[config.mk]
export PLATFORM = sky130hd
export DESIGN_NAME = rdm_csr_block
export DESIGN_NICKNAME = d
export VERILOG_FILES = /design/src/hw/rdm_pkg.sv /design/src/hw/rdm_jam_timer.sv /design/src/hw/rdm_csr_block.sv
export VERILOG_INCLUDE_DIRS = /design/src /design/src/hw
export SDC_FILE = /design/constraint.sdc
export NUM_CORES = 1
export LEC_CHECK = 0
export BUFFER_PORTS_ARGS = -buffer_cell sky130_fd_sc_hd__buf_2
export CORE_UTILIZATION = 57
export CTS_CLUSTER_DIAMETER = 80
export CTS_CLUSTER_SIZE = 40
export DETAILED_ROUTE_END_ITERATION = 12
export PLACE_DENSITY = 0.87
export SYNTH_ARGS = -nofsm -noshare
export SYNTH_HDL_FRONTEND = slang
export SYNTH_HIERARCHICAL = 1
export SYNTH_SLANG_ARGS = --single-unit
[constraint.sdc]
create_clock -name pclk -period 9.4 [get_ports pclk]
set_input_delay 1.41 -clock pclk [delete_from_list [all_inputs] [get_ports pclk]]
set_output_delay 1.41 -clock pclk [all_outputs]
set_load 0.1 [all_outputs]
[src/hw/rdm_params.svh]
/*
 shared constants for the dropped-frame / mac-register / flow-control block:
 register offsets, field positions, reset values and timing counts.
 assumes inclusion by bare name from the design files.
*/
`ifndef RDM_PARAMS_SVH
`define RDM_PARAMS_SVH

// register byte offsets on the apb bus
`define RDM_OFF_DROP 8'hA0
`define RDM_OFF_CMD 8'hA4
`define RDM_OFF_DATA 8'hA8
`define RDM_OFF_FLOW 8'hAC
`define RDM_OFF_CTRL 8'hB4

// command register fields
`define RDM_CMD_BUSY 31
`define RDM_CMD_RNW 30
`define RDM_CMD_IDX_HI 7

// flow config fields
`define RDM_FLOW_HI_HI 23
`define RDM_FLOW_HI_LO 16
`define RDM_FLOW_LO_HI 15
`define RDM_FLOW_LO_LO 8
`define RDM_FLOW_DUR_HI 7
`define RDM_FLOW_DUR_LO 4
`define RDM_FLOW_WMASK 32'h00FFFFFF

// control register fields (tx enable, full duplex, 10 mbit)
`define RDM_CTRL_TXEN 0
`define RDM_CTRL_FDX 1
`define RDM_CTRL_SLOW 2
`define RDM_CTRL_WMASK 32'h00000007

// reset value and halfway point of the drop count
`define RDM_RST_ZERO 32'h00000000
`define RDM_HALF_POINT 32'h80000000

// fifo level unit in bytes, expressed as a shift
`define RDM_LEVEL_SHIFT 6

// timing: clock period and jam duration base figures
`define RDM_CLK_NS 4
`define RDM_JAM_EXTRA_NS 2200
`endif

[src/hw/rdm_pkg.sv]
/*
 types for the dropped-frame / mac-register / flow-control block.
 assumes nothing beyond the shared constants header.
*/
package rdm_pkg;
    // mac register access sequencer
    typedef enum logic [1:0] {
        RDM_IDLE = 2'b00,
        RDM_REQ = 2'b01,
        RDM_DONE = 2'b10
    } rdm_acc_state_t;

    // automatic flow control state
    typedef enum logic [1:0] {
        RDM_FC_CLEAR = 2'b00,
        RDM_FC_PAUSED = 2'b01,
        RDM_FC_JAMMING = 2'b10
    } rdm_fc_state_t;
endpackage

[src/hw/rdm_jam_timer.sv]
/*
 jam duration timer: loads a cycle count from the 4-bit duration code and
 link speed, then counts down while active.
 assumes start is a single-cycle pulse from the same clock domain.
*/
`timescale 1ns/1ps
`default_nettype none
`include "rdm_params.svh"

module rdm_jam_timer (
    // clock and reset
    input wire logic pclk,
    input wire logic presetn,
    // control
    input wire logic start,
    input wire logic [3:0] dur_code,
    input wire logic slow_link,
    // status
    output logic active
);
    // duration in microseconds per code, at 100 mbit
    function automatic logic [31:0] rdm_dur_us(input logic [3:0] code);
        case (code)
            4'h0: rdm_dur_us = 32'd5;
            4'h1: rdm_dur_us = 32'd10;
            4'h2: rdm_dur_us = 32'd15;
            default: rdm_dur_us = (code == 4'h3) ? 32'd25 : (code == 4'h4) ? 32'd50 :
                (code == 4'h5) ? 32'd100 : 32'd50 * ({28'h0000000, code} - 32'd3);
        endcase
    endfunction

    logic [31:0] load_cycles;
    logic [31:0] cnt_q;
    logic [31:0] cnt_d;

    // 10 mbit adds a fixed slot-related extension
    assign load_cycles = (rdm_dur_us(dur_code) * 32'd1000) / `RDM_CLK_NS
        + (slow_link ? 32'(`RDM_JAM_EXTRA_NS / `RDM_CLK_NS) : 32'h00000000);
    assign cnt_d = start ? load_cycles : (cnt_q != 32'h00000000) ? cnt_q - 32'h00000001 : cnt_q;
    assign active = (cnt_q != 32'h00000000);

    // countdown register
    always_ff @(posedge pclk or negedge presetn) begin
        if (!presetn) begin
            cnt_q <= 32'h00000000;
        end else begin
            cnt_q <= cnt_d;
        end
    end
endmodule
`default_nettype wire

[src/hw/rdm_csr_block.sv]
/*
 dropped-frame counter, indirect mac register access and automatic flow
 control, reached over apb.
 assumes the mac side answers mac_ack on the same clock; frame and fifo
 status arrive as pins and are synchronised here.
*/

// Contract
// every dropped receive frame adds one to the 32-bit count.
// any read returns the count then clears it; zero after reset.
// an event fires when the count steps from 7FFFFFFF to 80000000.
// writing busy bit starts the access; it reads one until done.
// read data sits in the data register before busy clears.
// host leaves command and data alone while busy is set.
// bit 30 selects read (one) or write (zero); resets to zero.
// bits 7:0 select the mac register; reserved bits read zero.
// data register carries write value or receives read value.
// with transmitter disabled, no pause frames and no back pressure.
// bits 23:16 hold high threshold in 64-byte units; reaching it triggers.
// on high threshold apply jam or pause per enable bits 3:0; full duplex pauses only with bit 0 set, bits 3:1 alone send no pause.
// full duplex sends exactly one pause frame using the mac pause time.
// half duplex jams every matching frame for the jam duration.
// bits 15:8 low threshold; falling below sends a zero-time pause.
// zero-time pause only after a high-threshold pause was sent.
// software keeps low threshold strictly below high threshold.
// bits 7:4 set jam duration; unused in full duplex.
// any-frame bit 0 overrides multicast, broadcast, address bits 3:1.
// a drop coincident with the clearing read survives as count one.
`timescale 1ns/1ps
`default_nettype none
`include "rdm_params.svh"

module rdm_csr_block (
    // clock and reset
    input wire logic pclk,
    input wire logic presetn,
    // apb slave
    input wire logic psel,
    input wire logic penable,
    input wire logic pwrite,
    input wire logic [7:0] paddr,
    input wire logic [31:0] pwdata,
    output logic [31:0] prdata,
    output logic pready,
    output logic pslverr,
    // receive path status pins
    input wire logic frame_dropped,
    input wire logic [13:0] rx_fifo_bytes,
    input wire logic frame_start,
    input wire logic frame_multicast,
    input wire logic frame_broadcast,
    input wire logic frame_addr_match,
    // mac register port
    output logic mac_req,
    output logic mac_read_not_write,
    output logic [7:0] mac_index,
    output logic [31:0] mac_wdata,
    input wire logic mac_ack,
    input wire logic [31:0] mac_rdata,
    // flow control outputs
    output logic pause_send,
    output logic pause_zero_time,
    output logic jam_active,
    // events
    output logic drop_half_event
);
    // synchroniser stages, level filter and edge history for pin inputs
    logic [4:0] pin_s1_q;
    logic [4:0] pin_s2_q;
    logic [13:0] lvl_s1_q;
    logic [13:0] lvl_s2_q;
    logic [13:0] lvl_s3_q;
    logic [13:0] lvl_q;
    logic drop_prev_q;
    logic fstart_prev_q;

    // register state
    logic [31:0] drop_cnt_q;
    logic [31:0] drop_cnt_d;
    logic cmd_busy_q;
    logic cmd_rnw_q;
    logic [7:0] cmd_idx_q;
    logic [31:0] data_q;
    logic [23:0] flow_cfg_q;
    logic [2:0] ctrl_q;
    logic half_q;
    rdm_pkg::rdm_acc_state_t acc_q;
    rdm_pkg::rdm_acc_state_t acc_d;
    rdm_pkg::rdm_fc_state_t fc_q;
    rdm_pkg::rdm_fc_state_t fc_d;
    logic pause_q;
    logic pzero_q;
    logic [31:0] rdata_q;
    logic [31:0] rd_word;

    // decoded strobes
    wire access = psel & penable;
    wire wr_en = access & pwrite;
    wire rd_en = access & ~pwrite;
    wire hit_drop = (paddr == `RDM_OFF_DROP);
    wire hit_cmd = (paddr == `RDM_OFF_CMD);
    wire hit_data = (paddr == `RDM_OFF_DATA);
    wire hit_flow = (paddr == `RDM_OFF_FLOW);
    wire hit_ctrl = (paddr == `RDM_OFF_CTRL);
    wire mapped = hit_drop | hit_cmd | hit_data | hit_flow | hit_ctrl;
    wire drop_pulse = pin_s2_q[0] & ~drop_prev_q;
    wire fstart_pulse = pin_s2_q[1] & ~fstart_prev_q;
    wire is_mcast = pin_s2_q[2];
    wire is_bcast = pin_s2_q[3];
    wire is_match = pin_s2_q[4];
    wire clr_read = rd_en & hit_drop;
    wire wr_cmd = wr_en & hit_cmd & ~cmd_busy_q;
    wire wr_data = wr_en & hit_data & ~cmd_busy_q;
    wire mac_done = (acc_q == rdm_pkg::RDM_REQ) & mac_ack;

    // flow control decode
    wire [7:0] thr_hi = flow_cfg_q[`RDM_FLOW_HI_HI:`RDM_FLOW_HI_LO];
    wire [7:0] thr_lo = flow_cfg_q[`RDM_FLOW_LO_HI:`RDM_FLOW_LO_LO];
    wire [3:0] jam_code = flow_cfg_q[`RDM_FLOW_DUR_HI:`RDM_FLOW_DUR_LO];
    wire [7:0] level_units = lvl_q[13:`RDM_LEVEL_SHIFT];
    wire tx_en = ctrl_q[`RDM_CTRL_TXEN];
    wire full_dx = ctrl_q[`RDM_CTRL_FDX];
    wire slow_link = ctrl_q[`RDM_CTRL_SLOW];
    wire any_en = flow_cfg_q[0];
    wire fc_enabled = |flow_cfg_q[3:0];
    wire at_high = (level_units >= thr_hi);
    wire below_low = (level_units < thr_lo);
    wire frame_match = any_en | (flow_cfg_q[3] & is_mcast) | (flow_cfg_q[2] & is_bcast)
        | (flow_cfg_q[1] & is_match);
    wire jam_start = (fc_q == rdm_pkg::RDM_FC_JAMMING) & fstart_pulse & frame_match & tx_en;
    wire jam_busy;

    // one step of the flow machine between two given states; both pause strobes use it
    function automatic logic fc_step(input rdm_pkg::rdm_fc_state_t cur_s, nxt_s, from_s, to_s);
        fc_step = (cur_s == from_s) && (nxt_s == to_s);
    endfunction
    wire pause_entry = fc_step(fc_q, fc_d, rdm_pkg::RDM_FC_CLEAR, rdm_pkg::RDM_FC_PAUSED);
    wire pause_release = fc_step(fc_q, fc_d, rdm_pkg::RDM_FC_PAUSED, rdm_pkg::RDM_FC_CLEAR);

    // drop counter: increment wins over the clearing read
    assign drop_cnt_d = clr_read ? {31'h00000000, drop_pulse}
        : drop_cnt_q + {31'h00000000, drop_pulse};

    // mac access sequencer
    always_comb begin
        acc_d = acc_q;
        case (acc_q)
            rdm_pkg::RDM_IDLE: begin
                if (cmd_busy_q) begin
                    acc_d = rdm_pkg::RDM_REQ;
                end
            end
            rdm_pkg::RDM_REQ: begin
                if (mac_ack) begin
                    acc_d = rdm_pkg::RDM_DONE;
                end
            end
            rdm_pkg::RDM_DONE: acc_d = rdm_pkg::RDM_IDLE;
            default: acc_d = rdm_pkg::RDM_IDLE;
        endcase
    end

    // flow control state machine
    always_comb begin
        fc_d = fc_q;
        case (fc_q)
            rdm_pkg::RDM_FC_CLEAR: begin
                // in full duplex only the any-frame bit arms a pause, so other bits cannot toggle the state
                if (tx_en && fc_enabled && at_high && (any_en || !full_dx)) begin
                    fc_d = full_dx ? rdm_pkg::RDM_FC_PAUSED : rdm_pkg::RDM_FC_JAMMING;
                end
            end
            rdm_pkg::RDM_FC_PAUSED: begin
                if (below_low) begin
                    fc_d = rdm_pkg::RDM_FC_CLEAR;
                end
            end
            rdm_pkg::RDM_FC_JAMMING: begin
                if (!at_high || !fc_enabled || full_dx) begin
                    fc_d = rdm_pkg::RDM_FC_CLEAR;
                end
            end
            default: fc_d = rdm_pkg::RDM_FC_CLEAR;
        endcase
    end

    // pin synchronisers, two flops before any use
    always_ff @(posedge pclk or negedge presetn) begin
        if (!presetn) begin
            pin_s1_q <= 5'h00;
            pin_s2_q <= 5'h00;
            lvl_s1_q <= 14'h0000;
            lvl_s2_q <= 14'h0000;
        end else begin
            pin_s1_q <= {frame_addr_match, frame_broadcast, frame_multicast, frame_start, frame_dropped};
            pin_s2_q <= pin_s1_q;
            lvl_s1_q <= rx_fifo_bytes;
            lvl_s2_q <= lvl_s1_q;
        end
    end

    // edge detectors; reset low like the idle pins, so no false edge follows reset
    always_ff @(posedge pclk or negedge presetn) begin
        if (!presetn) begin
            drop_prev_q <= 1'b0;
            fstart_prev_q <= 1'b0;
        end else begin
            drop_prev_q <= pin_s2_q[0];
            fstart_prev_q <= pin_s2_q[1];
        end
    end

    // the level word is synchronised bit by bit, so one sample may mix two values;
    // it is taken only when two successive samples agree, costing one cycle of latency
    always_ff @(posedge pclk or negedge presetn) begin
        if (!presetn) begin
            lvl_s3_q <= 14'h0000;
            lvl_q <= 14'h0000;
        end else begin
            lvl_s3_q <= lvl_s2_q;
            if (lvl_s2_q == lvl_s3_q) begin
                lvl_q <= lvl_s2_q;
            end
        end
    end

    // drop counter
    always_ff @(posedge pclk or negedge presetn) begin
        if (!presetn) begin
            drop_cnt_q <= `RDM_RST_ZERO;
        end else begin
            drop_cnt_q <= drop_cnt_d;
        end
    end

    // halfway event: a one-cycle pulse as the count steps onto the halfway value
    always_ff @(posedge pclk or negedge presetn) begin
        if (!presetn) begin
            half_q <= 1'b0;
        end else begin
            half_q <= (drop_cnt_d == `RDM_HALF_POINT) && (drop_cnt_q != `RDM_HALF_POINT);
        end
    end

    // sequencer state
    always_ff @(posedge pclk or negedge presetn) begin
        if (!presetn) begin
            acc_q <= rdm_pkg::RDM_IDLE;
        end else begin
            acc_q <= acc_d;
        end
    end

    // command register; a write while busy is dropped so the running access keeps its target
    always_ff @(posedge pclk or negedge presetn) begin
        if (!presetn) begin
            cmd_busy_q <= 1'b0;
            cmd_rnw_q <= 1'b0;
            cmd_idx_q <= 8'h00;
        end else if (wr_cmd) begin
            cmd_busy_q <= pwdata[`RDM_CMD_BUSY];
            cmd_rnw_q <= pwdata[`RDM_CMD_RNW];
            cmd_idx_q <= pwdata[`RDM_CMD_IDX_HI:0];
        end else if (acc_q == rdm_pkg::RDM_DONE) begin
            cmd_busy_q <= 1'b0;
        end
    end

    // data register; the mac answer wins, host writes while busy are dropped
    always_ff @(posedge pclk or negedge presetn) begin
        if (!presetn) begin
            data_q <= `RDM_RST_ZERO;
        end else if (mac_done && cmd_rnw_q) begin
            data_q <= mac_rdata;
        end else if (wr_data) begin
            data_q <= pwdata;
        end
    end

    // configuration registers
    always_ff @(posedge pclk or negedge presetn) begin
        if (!presetn) begin
            flow_cfg_q <= 24'h000000;
            ctrl_q <= 3'h0;
        end else begin
            if (wr_en && hit_flow) begin
                flow_cfg_q <= pwdata[23:0];
            end
            if (wr_en && hit_ctrl) begin
                ctrl_q <= pwdata[2:0];
            end
        end
    end

    // flow state and pause strobes: one pause on entry, one zero-time pause on release, never with tx off
    always_ff @(posedge pclk or negedge presetn) begin
        if (!presetn) begin
            fc_q <= rdm_pkg::RDM_FC_CLEAR;
            pause_q <= 1'b0;
            pzero_q <= 1'b0;
        end else begin
            fc_q <= fc_d;
            pause_q <= tx_en && (pause_entry || pause_release);
            pzero_q <= tx_en && pause_release;
        end
    end

    // read word; the drop register shows the next count, so a drop on the setup edge
    // is reported by this read instead of being lost to the clear on the access edge
    assign rd_word = hit_drop ? drop_cnt_d
        : hit_cmd ? {cmd_busy_q, cmd_rnw_q, 22'h000000, cmd_idx_q}
        : hit_data ? data_q
        : hit_flow ? {8'h00, flow_cfg_q}
        : hit_ctrl ? {29'h0000000, ctrl_q}
        : `RDM_RST_ZERO;

    // read data register, loaded in the setup phase so the access needs no wait state
    always_ff @(posedge pclk or negedge presetn) begin
        if (!presetn) begin
            rdata_q <= `RDM_RST_ZERO;
        end else if (psel && !penable) begin
            rdata_q <= rd_word;
        end
    end

    // jam timer, half duplex only
    rdm_jam_timer u_jam (
        .pclk(pclk),
        .presetn(presetn),
        .start(jam_start & ~full_dx),
        .dur_code(jam_code),
        .slow_link(slow_link),
        .active(jam_busy)
    );

    // outputs
    assign prdata = rdata_q;
    assign pready = 1'b1;
    assign pslverr = access & ~mapped;
    assign mac_req = (acc_q == rdm_pkg::RDM_REQ);
    assign mac_read_not_write = cmd_rnw_q;
    assign mac_index = cmd_idx_q;
    assign mac_wdata = data_q;
    assign pause_send = pause_q;
    assign pause_zero_time = pzero_q;
    assign jam_active = jam_busy & tx_en & ~full_dx;
    assign drop_half_event = half_q;
endmodule
`default_nettype wire

==> results.json, run 1 <==
{
  "status": "complete, but fails checks",
  "violations": "design-rule violations",
  "area_growth_syn_to_layout_pct": 9.86,
  "avgSynthCellArea_um2": 9.68,
  "effective_utilization_at_floorplan_pct": 58.2,
  "startpoint_type": "flop",
  "rows": 62,
  "final_critical_path_setup_slack_ns": 0.542,
  "routing_usage_on_met3_pct": 5.24,
  "io_buffers": 175,
  "slew_headroom_pct": 19.9,
  "total_iterations_of_the_first_detailed_routing_run": 12,
  "detailedRoute.firstIterationViolations": 1305,
  "grt.met1_usage_pct": 38.5,
  "cts_max_level": 1,
  "fraction_of_the_cycle_the_final_worst_path_needs_pct": 94.2,
  "crit_top_cell": "fa_1",
  "slowest_delay_ns": 0.64,
  "final-hold-violation-count": 0,
  "dr_total_vias": 13497,
  "drc_violations_left": 1,
  "tightestPinTransition_ns": 1.19,
  "timing.critical_path.slowest_stage_cell": "fa_1",
  "synthDominantCellAreaShare_pct": 34.9,
  "clock_tree.root_cell": "clkbuf_16",
  "grt_max_degree": 114,
  "asyncSetResetFlopFracSynth_pct": 100,
  "tritoncts_clock_tree": "yes",
  "replace_congestion": 0.924,
  "rsz0062_at_grt": "false",
  "yosysSeqAreaShare_pct": 34.9,
  "netlist-cell-type-count": 85,
  "syn-instance-count": 1734,
  "layout_cells_sized_above_1_pct": 15.2,
  "dp_slack_ns": 0.363,
  "die_width_um": 174,
  "number_of_global_route_vias_before_repair": 13225,
  "multi_input_combinational_cell_area_mm2": 0.0100,
  "route.detailed.wl_per_inst_um": 18.2,
  "top_level_ports": 177,
  "clock-sinks": 234,
  "yosys-top-cells-area": "dfrtp_1, fa_1, ha_1",
  "worstSkewPairLatency_ns": 0.50,
  "yosys_warnings": 6,
  "dp.final_hpwl_mm": 32.3,
  "yosysMostFrequentCell": "dfrtp_1",
  "antenna_found_initial": 1,
  "seq_area_mm2": 0.00586,
  "fin_crit_ns": 8.86,
  "synth_seq_cells": 234,
  "max_cap_viol_count": 0,
  "mappedNetlistNets": 2025,
  "fp.coreArea_mm2": 0.0289,
  "synth_edf_count": 0,
  "worstPathMaxFanout": 11,
  "cts-buffers-inserted": 11,
  "drt_wl_total_mm": 41.2,
  "die_area_mm2": 0.0301,
  "postRouteAntennaNets": 0,
  "nets": 2164,
  "globalRouteTotalUtil_pct": 27.5,
  "finalSetupTns_ns": 0,
  "synth_ff_type": "dfrtp_1",
  "clock.fmax_ghz": 0.113,
  "finalMaxSlewViolations": 0,
  "bufs_and_invs_on_worst_path": 4,
  "post_synth_instance_area_mm2": 0.0168,
  "floorplan.die.height_um": 174,
  "path_class": "reg -> reg",
  "tightest_hold_check_type": "reg -> reg",
  "nFillCells": 2280,
  "end_kind": "flop",
  "grt_first_pass_wirelength_mm": 67.7,
  "worst-endpoint-arrival_ns": 9.20,
  "peakVddDrop_v": 0.000139,
  "synth_common_cells": "dfrtp_1, inv_1, nor2_1",
  "fin_skew_ns": 0.0355,
  "finalSetupViolations": 0,
  "worst_path_dominant_cell_family": "adder cells",
  "cts-root-to-sink-buffers": 3,
  "path_clk_slew_ns": 0.14,
  "synth_top_cell_by_area": "dfrtp_1",
  "groute.layer.met2.usage_pct": 44.5,
  "via_per_inst": 5.97,
  "busiest_layer": "met2",
  "static-leakage-power_uw": 0.00920,
  "gr_overflow_total": 0,
  "worst-endpoint-required_ns": 9.74,
  "power_per_cell_area_mw_per_mm2": 173
}
[worst reg2reg max path: cells and delay by family, from the launching register on]
kind            cells  cell delay (ns)
simple gates        7             1.30
buf+inv             4             0.23
compound gates      9             2.07
flops               1             0.53
fa+ha+maj          11             4.61
[cell usage in the layout, fill, tap and decap left out, drive strengths merged, types with 7 or more instances in the layout]
cell	n
or3	10
mux2i	54
fa	94
xor2	52
ha	100
a21o	22
o31ai	13
o211ai	13
mux2	39
or4	13
buf	193
o21ai	92
nand3	40
a22oi	12
a211oi	14
inv	184
nand2	129
o22ai	11
nand2b	23
nor2b	14
nand4	31
nor2	142
a21oi	89
dfrtp	234
and4	8
nor3	38
and3	7
clkbuf	11
nor4b	8
xnor2	65
nor4	34
[layer usage]
layer  up-vias  part of all wire (%)
met2       525                    47
met4         2                   2.2
met1      6645                    43
met5         -                 0.090
li1       6259                     -
met3        66                   7.6
[sequential cells by signal, summed over array words and instances (netlist names), 2 cells and up]
register     flops
fc_q             2
acc_q            2
lvl_s3_q        14
pin_s2_q         5
u_jam/cnt_q     32
lvl_s1_q        14
lvl_q            8
mac_wdata       32
ctrl_q           3
drop_cnt_q      32
prdata          32
flow_cfg_q      24
lvl_s2_q        14
pin_s1_q         5
mac_index        8
[final cells by class]
cell class | instances | share of cell area [%]
Timing Repair Buffer | 193 | 5.54
Sequential cell | 234 | 31.7
Clock inverter | 5 | 0.583
Antenna cell | 1 | 0.0136
Multi-Input combinational cell | 1251 | 54.3
Tap cell | 384 | 2.60
Clock buffer | 11 | 1.49
Inverter | 182 | 3.70
[cell families (layout without fill, tap and decap cells)]
logic type / Yosys count / in the layout / share of synthesized area (%)
other: 1 / 2 / 0.0223
AOI/OAI and AO/OA: 316 / 316 / 12.2
buffers and inverters: 249 / 391 / 5.83
muxes: 93 / 93 / 5.84
and+or+nand+nor: 530 / 530 / 16.4
xor gates and xnor gates: 117 / 117 / 6.15
DFF: 234 / 234 / 34.9
adders and majority gates: 194 / 194 / 18.7
[metrics by stage]
| stage | total power (µW) | instances | hold WS (ns) | instance area, µm² | utilization [%] |
|---|---|---|---|---|---|
| after detailed placement | 2590 | 2244 | 0.335 | 18000 | 62.4 |
| after global placement | 2540 | 2244 | 0.332 | 18000 | 62.4 |
| final | 3200 | 2261 | 0.355 | 18400 | 63.9 |
| after floorplan | 2280 | 1734 | 0.331 | 16800 | - |
| after CTS | 3190 | 2260 | 0.365 | 18400 | 63.8 |
| after global routing | 3410 | 2261 | 0.369 | 18400 | 63.9 |
[report_power, final]
group	total [µW]	internal, µW	leakage (µW)	switching (µW)
clock network	595	241	0.000182	354
registers	1200	1100	0.00294	106
logic	1400	536	0.00607	863
[final timing paths]
kind,startpoint,to,slack (ns),cells after the start
worst max register to register,flow_cfg_q[4]$_DFFE_PN0P_,u_jam/cnt_q[29]$_DFFE_PN0P_,0.54,31
max in group asynchronous,presetn,pin_s1_q[4]$_DFF_PN0_,6.35,3
worst min-delay path,lvl_s1_q[7]$_DFF_PN0_,lvl_s2_q[7]$_DFF_PN0_,0.35,0
worst min register to register,lvl_s1_q[7]$_DFF_PN0_,lvl_s2_q[7]$_DFF_PN0_,0.35,0
worst max-delay path,flow_cfg_q[4]$_DFFE_PN0P_,u_jam/cnt_q[29]$_DFFE_PN0P_,0.54,31
min in group asynchronous,presetn,prdata[9]$_DFFE_PN0P_,0.97,1
[repair_timing]
item	CTS	global route
setup buffers	0	0
endpoints found under the setup margin	0	9
resized for setup	0	7
hold buffers	0	0
No activity file was read; power rests on OpenSTA's default activity.
==> inputs of run 2 (changes only) <==
--- a/config.mk
+++ b/config.mk
@@ -7,7 +7,7 @@
 export NUM_CORES = 1
 export LEC_CHECK = 0
 export BUFFER_PORTS_ARGS = -buffer_cell sky130_fd_sc_hd__buf_2
-export CORE_UTILIZATION = 57
+export CORE_UTILIZATION = 55
 export CTS_CLUSTER_DIAMETER = 80
 export CTS_CLUSTER_SIZE = 40
 export DETAILED_ROUTE_END_ITERATION = 12
==> constraint.sdc (replaced) <==
create_clock -name pclk -period 8 [get_ports pclk]
set_input_delay 1.2 -clock pclk [delete_from_list [all_inputs] [get_ports pclk]]
set_output_delay 1.2 -clock pclk [all_outputs]
set_load 0.1 [all_outputs]
==> run 2 against run 1 <==
Against the previous run: the flow finishes with violations (negative setup slack); first-iteration DRC count fell by 10%; global-route usage fell by 0.68 points; die area is 3.6% higher; utilization grew 1.3 points; critical endpoint unchanged; largest power group unchanged; highest routed layer is now met4.
==> results.json, run 2 (same netlist as run 1, synthesis figures left out) <==
{
  "cts-buffers-inserted": 11,
  "max_cap_viol_count": 0,
  "r2r_start": "flow_cfg_q[5]$_DFFE_PN0P_",
  "cts-root-to-sink-buffers": 3,
  "slew_headroom_pct": 22.7,
  "finalInstanceArea_mm2": 0.0195,
  "clock-sinks": 234,
  "io_buffers": 175,
  "nets": 2235,
  "tightestPinTransition_ns": 1.15,
  "final_critical_path_setup_slack_ns": -0.0613,
  "power.total_uw": 3880,
  "antenna_cells_inserted": 0,
  "worstReg2RegEnd": "u_jam/cnt_q[29]$_DFFE_PN0P_",
  "cts_max_level": 1,
  "route.detailed.wl_per_inst_um": 18.8,
  "tightest_hold_check_type": "reg -> reg",
  "end_kind": "flop",
  "replace_congestion": 0.958,
  "rsz0062_at_grt": "true",
  "path_clk_slew_ns": 0.13,
  "timing.critical_path.slowest_stage_cell": "fa_1",
  "layout.cells.most_common_list": "dfrtp_1, buf_2, inv_1",
  "r2r_setup_slack_ns": -0.06,
  "grt_max_degree": 141,
  "worst_setup_path_startpoint": "flow_cfg_q[5]$_DFFE_PN0P_",
  "floorplan.die.height_um": 177,
  "die_width_um": 177,
  "via_per_inst": 6.01,
  "dp.final_hpwl_mm": 32.3,
  "postRouteAntennaNets": 0,
  "power_per_cell_area_mw_per_mm2": 199,
  "top_level_ports": 177,
  "gr_overflow_total": 0,
  "effective_utilization_at_floorplan_pct": 56.2,
  "status": "complete, but fails checks",
  "finalMaxSlewViolations": 0,
  "drt_wl_total_mm": 43.9,
  "fraction_of_the_cycle_the_final_worst_path_needs_pct": 101,
  "nFillCells": 2238,
  "tritoncts_clock_tree": "yes",
  "area_growth_syn_to_layout_pct": 16.0,
  "rows": 63,
  "fin_crit_ns": 8.06,
  "finish.cell_count_without_fillers": 2338,
  "clock.fmax_ghz": 0.124,
  "static-leakage-power_uw": 0.00962,
  "path_class": "reg -> reg",
  "fin_skew_ns": 0.0311,
  "detailedRoute.firstIterationViolations": 1174,
  "fp.coreArea_mm2": 0.0299,
  "final-hold-violation-count": 0,
  "worstSkewPairLatency_ns": 0.49,
  "placed_area_mm2": 0.0184,
  "drc_violations_left": 0,
  "layout_commonest_cell": "dfrtp_1",
  "slowest_delay_ns": 0.56,
  "violations": "negative setup slack",
  "worst-endpoint-arrival_ns": 8.40,
  "antenna_found_initial": 0,
  "worstPathMaxFanout": 5,
  "layout_cells_sized_above_1_pct": 22.3,
  "number_of_global_route_vias_before_repair": 13717,
  "die_area_mm2": 0.0312,
  "placed_cells_incl_taps": 2294,
  "peakVddDrop_v": 0.000122,
  "seq_area_mm2": 0.00586,
  "startpoint_type": "flop",
  "dr_total_vias": 14049,
  "worst-endpoint-required_ns": 8.34,
  "multi_input_combinational_cell_area_mm2": 0.0105,
  "timing.reg2reg.worst_path_depth": 32,
  "globalRouteTotalUtil_pct": 26.9,
  "total_iterations_of_the_first_detailed_routing_run": 7,
  "dp_slack_ns": -0.190,
  "clock_tree.root_cell": "clkbuf_16",
  "critPathCapture": "u_jam/cnt_q[29]$_DFFE_PN0P_",
  "grt_first_pass_wirelength_mm": 67.9,
  "finalSetupViolations": 4
}
-- run 2: cell count changes in the layout (fill, tap and decap cells not counted), sizes merged --
| cell | before | now |
|---|---|---|
| diode | 1 | 0 |
| clkinv | 3 | 4 |
| buf | 193 | 264 |
-- run 2: final cells by class --
cell class / count / share of cell area [%]
multi-input cells: 1251 / 54.0
repair buffers: 264 / 8.07
well taps: 390 / 2.50
flip-flops and latches: 234 / 30.1
inverters: 182 / 3.52
clock buffers: 11 / 1.41
clock inverters: 6 / 0.462
-- run 2: worst min path at each step --
stage / cells past startpoint / from / slack [ns] / endpoint
after floorplan: 0 / lvl_s1_q[0]$_DFF_PN0_ / 0.33 / lvl_s2_q[0]$_DFF_PN0_
after global placement: 0 / pin_s1_q[3]$_DFF_PN0_ / 0.33 / pin_s2_q[3]$_DFF_PN0_
after detailed placement: 0 / lvl_s1_q[10]$_DFF_PN0_ / 0.33 / lvl_s2_q[10]$_DFF_PN0_
after CTS: 0 / lvl_s1_q[10]$_DFF_PN0_ / 0.36 / lvl_s2_q[10]$_DFF_PN0_
after global routing: 0 / lvl_s1_q[5]$_DFF_PN0_ / 0.37 / lvl_s2_q[5]$_DFF_PN0_
final: 0 / lvl_s1_q[9]$_DFF_PN0_ / 0.36 / lvl_s2_q[9]$_DFF_PN0_
-- run 2: metal layers --
metal	wire, µm	GRT usage (%)
met1	17900	36.2
met2	21300	45.0
met3	3130	4.57
met4	1600	6.65
met5	0	0
-- run 2: critical path: cells and delay by family, from the launching register on --
family                     cells  cell delay [ns]
DFF                            1             0.47
and+or+nand+nor                9             1.63
AOI/OAI and AO/OA              8             1.27
adders and majority gates     11             4.05
buffers and inverters          4             0.48
-- run 2: through the flow --
stage | hold WS (ns) | util (%) | TNS (ns)
after global routing | 0.368 | 65.2 | -2.30
after global placement | 0.333 | 61.7 | 0
final | 0.357 | 65.2 | -0.199
after CTS | 0.357 | 63.5 | 0
after floorplan | 0.331 | - | 0
after detailed placement | 0.335 | 61.7 | -0.730
-- run 2: power by group --
group | internal, µW | switching [µW] | leakage (µW)
Combinational | 716 | 1070 | 0.00650
Sequential | 1290 | 120 | 0.00294
Clock | 277 | 405 | 0.000177
-- run 2: timing repair --
item / in CTS / in global routing
setup buffers: 7 / 20
hold buffers: 0 / 0
pin swaps: 19 / 59
setup endpoints to repair: 8 / 15
gates resized for setup: 23 / 71
==> inputs of run 3 (changes only) <==
--- a/config.mk
+++ b/config.mk
@@ -7,6 +7,7 @@
 export NUM_CORES = 1
 export LEC_CHECK = 0
 export BUFFER_PORTS_ARGS = -buffer_cell sky130_fd_sc_hd__buf_2
+export CORE_ASPECT_RATIO = 1.5
 export CORE_UTILIZATION = 55
 export CTS_CLUSTER_DIAMETER = 80
 export CTS_CLUSTER_SIZE = 40
==> run 3 against run 2 <==
Against the previous run: setup slack better by 0.11 ns; sequential power hardly changed; largest power group unchanged; the run now ends clean; critical path depth stayed put.
==> results.json, run 3 (same netlist as run 1, synthesis figures left out) <==
{
  "slew_headroom_pct": 26.2,
  "io_buffers": 175,
  "fin_crit_ns": 7.95,
  "dp_slack_ns": -0.255,
  "slowest_delay_ns": 0.60,
  "hold-worst-slack_ns": 0.354,
  "final-hold-violation-count": 0,
  "cts_hold_repair.buffers": 0,
  "replace_congestion": 0.965,
  "clock-sinks": 234,
  "drc_violations_left": 0,
  "clock.fmax_ghz": 0.126,
  "rsz0062_at_grt": "true",
  "max_cap_viol_count": 0,
  "peakVddDrop_v": 0.000130,
  "grt_first_pass_wirelength_mm": 70.5,
  "dr_total_vias": 14047,
  "startpoint_type": "flop",
  "timing.critical_path.slowest_stage_cell": "fa_1",
  "nets": 2226,
  "fp.coreArea_mm2": 0.0302,
  "clock_tree.root_cell": "clkbuf_16",
  "floorplan.die.height_um": 216,
  "layout_cells_sized_above_1_pct": 22.3,
  "crit_top_cell": "fa_1",
  "tightestPinTransition_ns": 1.10,
  "antenna_found_initial": 2,
  "static-leakage-power_uw": 0.00951,
  "fin_skew_ns": 0.0454,
  "finalSetupViolations": 0,
  "total_iterations_of_the_first_detailed_routing_run": 6,
  "worst-endpoint-arrival_ns": 8.30,
  "globalRouteTotalUtil_pct": 28.6,
  "gr_overflow_total": 0,
  "fraction_of_the_cycle_the_final_worst_path_needs_pct": 99.3,
  "path_clk_slew_ns": 0.14,
  "cts_max_level": 1,
  "final_critical_path_setup_slack_ns": 0.0533,
  "effective_utilization_at_floorplan_pct": 55.7,
  "area_growth_syn_to_layout_pct": 15.4,
  "power_per_cell_area_mw_per_mm2": 200,
  "via_per_inst": 6.01,
  "drt_wl_total_mm": 44.1,
  "cts-buffers-inserted": 10,
  "layout_commonest_cell": "dfrtp_1",
  "worst-endpoint-required_ns": 8.35,
  "dp.final_hpwl_mm": 33.0,
  "die_area_mm2": 0.0312,
  "layout.cells.most_common_list": "dfrtp_1, buf_2, inv_1",
  "cts-root-to-sink-buffers": 3,
  "route.detailed.wl_per_inst_um": 18.9,
  "number_of_global_route_vias_before_repair": 14433,
  "status": "finished, final reports clean",
  "grt_max_degree": 82,
  "worstPathMaxFanout": 10,
  "end_kind": "flop",
  "detailedRoute.firstIterationViolations": 1112,
  "worstSkewPairLatency_ns": 0.50,
  "die_width_um": 145,
  "tightest_hold_check_type": "reg -> reg",
  "finalMaxSlewViolations": 0,
  "top_level_ports": 177,
  "rows": 78,
  "finalSetupTns_ns": 0,
  "tritoncts_clock_tree": "yes",
  "worst_path_dominant_cell_family": "adder cells",
  "postRouteAntennaNets": 0,
  "path_class": "reg -> reg",
  "bufs_and_invs_on_worst_path": 6
}
==> run 3: through the flow <==
stage                     power [µW]  cell area [µm²]  util, %  std cells
final                           3870            19400     64.3       2337
after global placement          3020            18300     60.8       2292
after detailed placement        3080            18300     60.8       2292
after floorplan                 2680            16800        -       1734
after CTS                       3750            18900     62.7       2315
after global routing            4110            19400     64.3       2336
==> run 3: layout make-up <==
| type | instances | area [µm²] |
|---|---|---|
| fill | 2215 | 10800 |
| timing repair buffer | 256 | 1510 |
| antenna | 1 | 2.50 |
| sequential | 234 | 5860 |
| multi-input combinational | 1251 | 10500 |
| clock buffer | 11 | 275 |
| clock inverter | 2 | 46.3 |
| tap | 400 | 500 |
| inverter | 182 | 688 |
==> run 3: worst paths after layout <==
check / slack [ns] / endpoint / depth (start not counted) / from
worst min-delay path: 0.35 / pin_s2_q[1]$_DFF_PN0_ / 0 / pin_s1_q[1]$_DFF_PN0_
min in group asynchronous: 0.65 / mac_wdata[11]$_DFFE_PN0P_ / 1 / presetn
worst max-delay path: 0.05 / u_jam/cnt_q[29]$_DFFE_PN0P_ / 32 / flow_cfg_q[5]$_DFFE_PN0P_
max in group asynchronous: 5.82 / flow_cfg_q[4]$_DFFE_PN0P_ / 2 / presetn
worst max register to register: 0.05 / u_jam/cnt_q[29]$_DFFE_PN0P_ / 32 / flow_cfg_q[5]$_DFFE_PN0P_
worst min register to register: 0.35 / pin_s2_q[1]$_DFF_PN0_ / 0 / pin_s1_q[1]$_DFF_PN0_
==> run 3: timing repair <==
action | CTS | global route
buffers inserted | 10 | 21
endpoints found under the setup margin | 9 | 15
resized for setup | 29 | 80
gates cloned | 0 | 0
pin swaps | 22 | 56
==> run 3: report_power, final <==
part | switching (µW) | total [µW] | internal [µW]
registers | 124 | 1410 | 1290
logic | 1070 | 1800 | 730
clock network | 386 | 648 | 262
==> run 3: metal layers <==
layer  track usage, %  routed length [µm]  vias up
li1                 -                   -     6372
met1             31.0               15400     6882
met2             52.0               23500      605
met3             3.68                2450      188
met4             16.8                2810        0
met5                0                   0        -
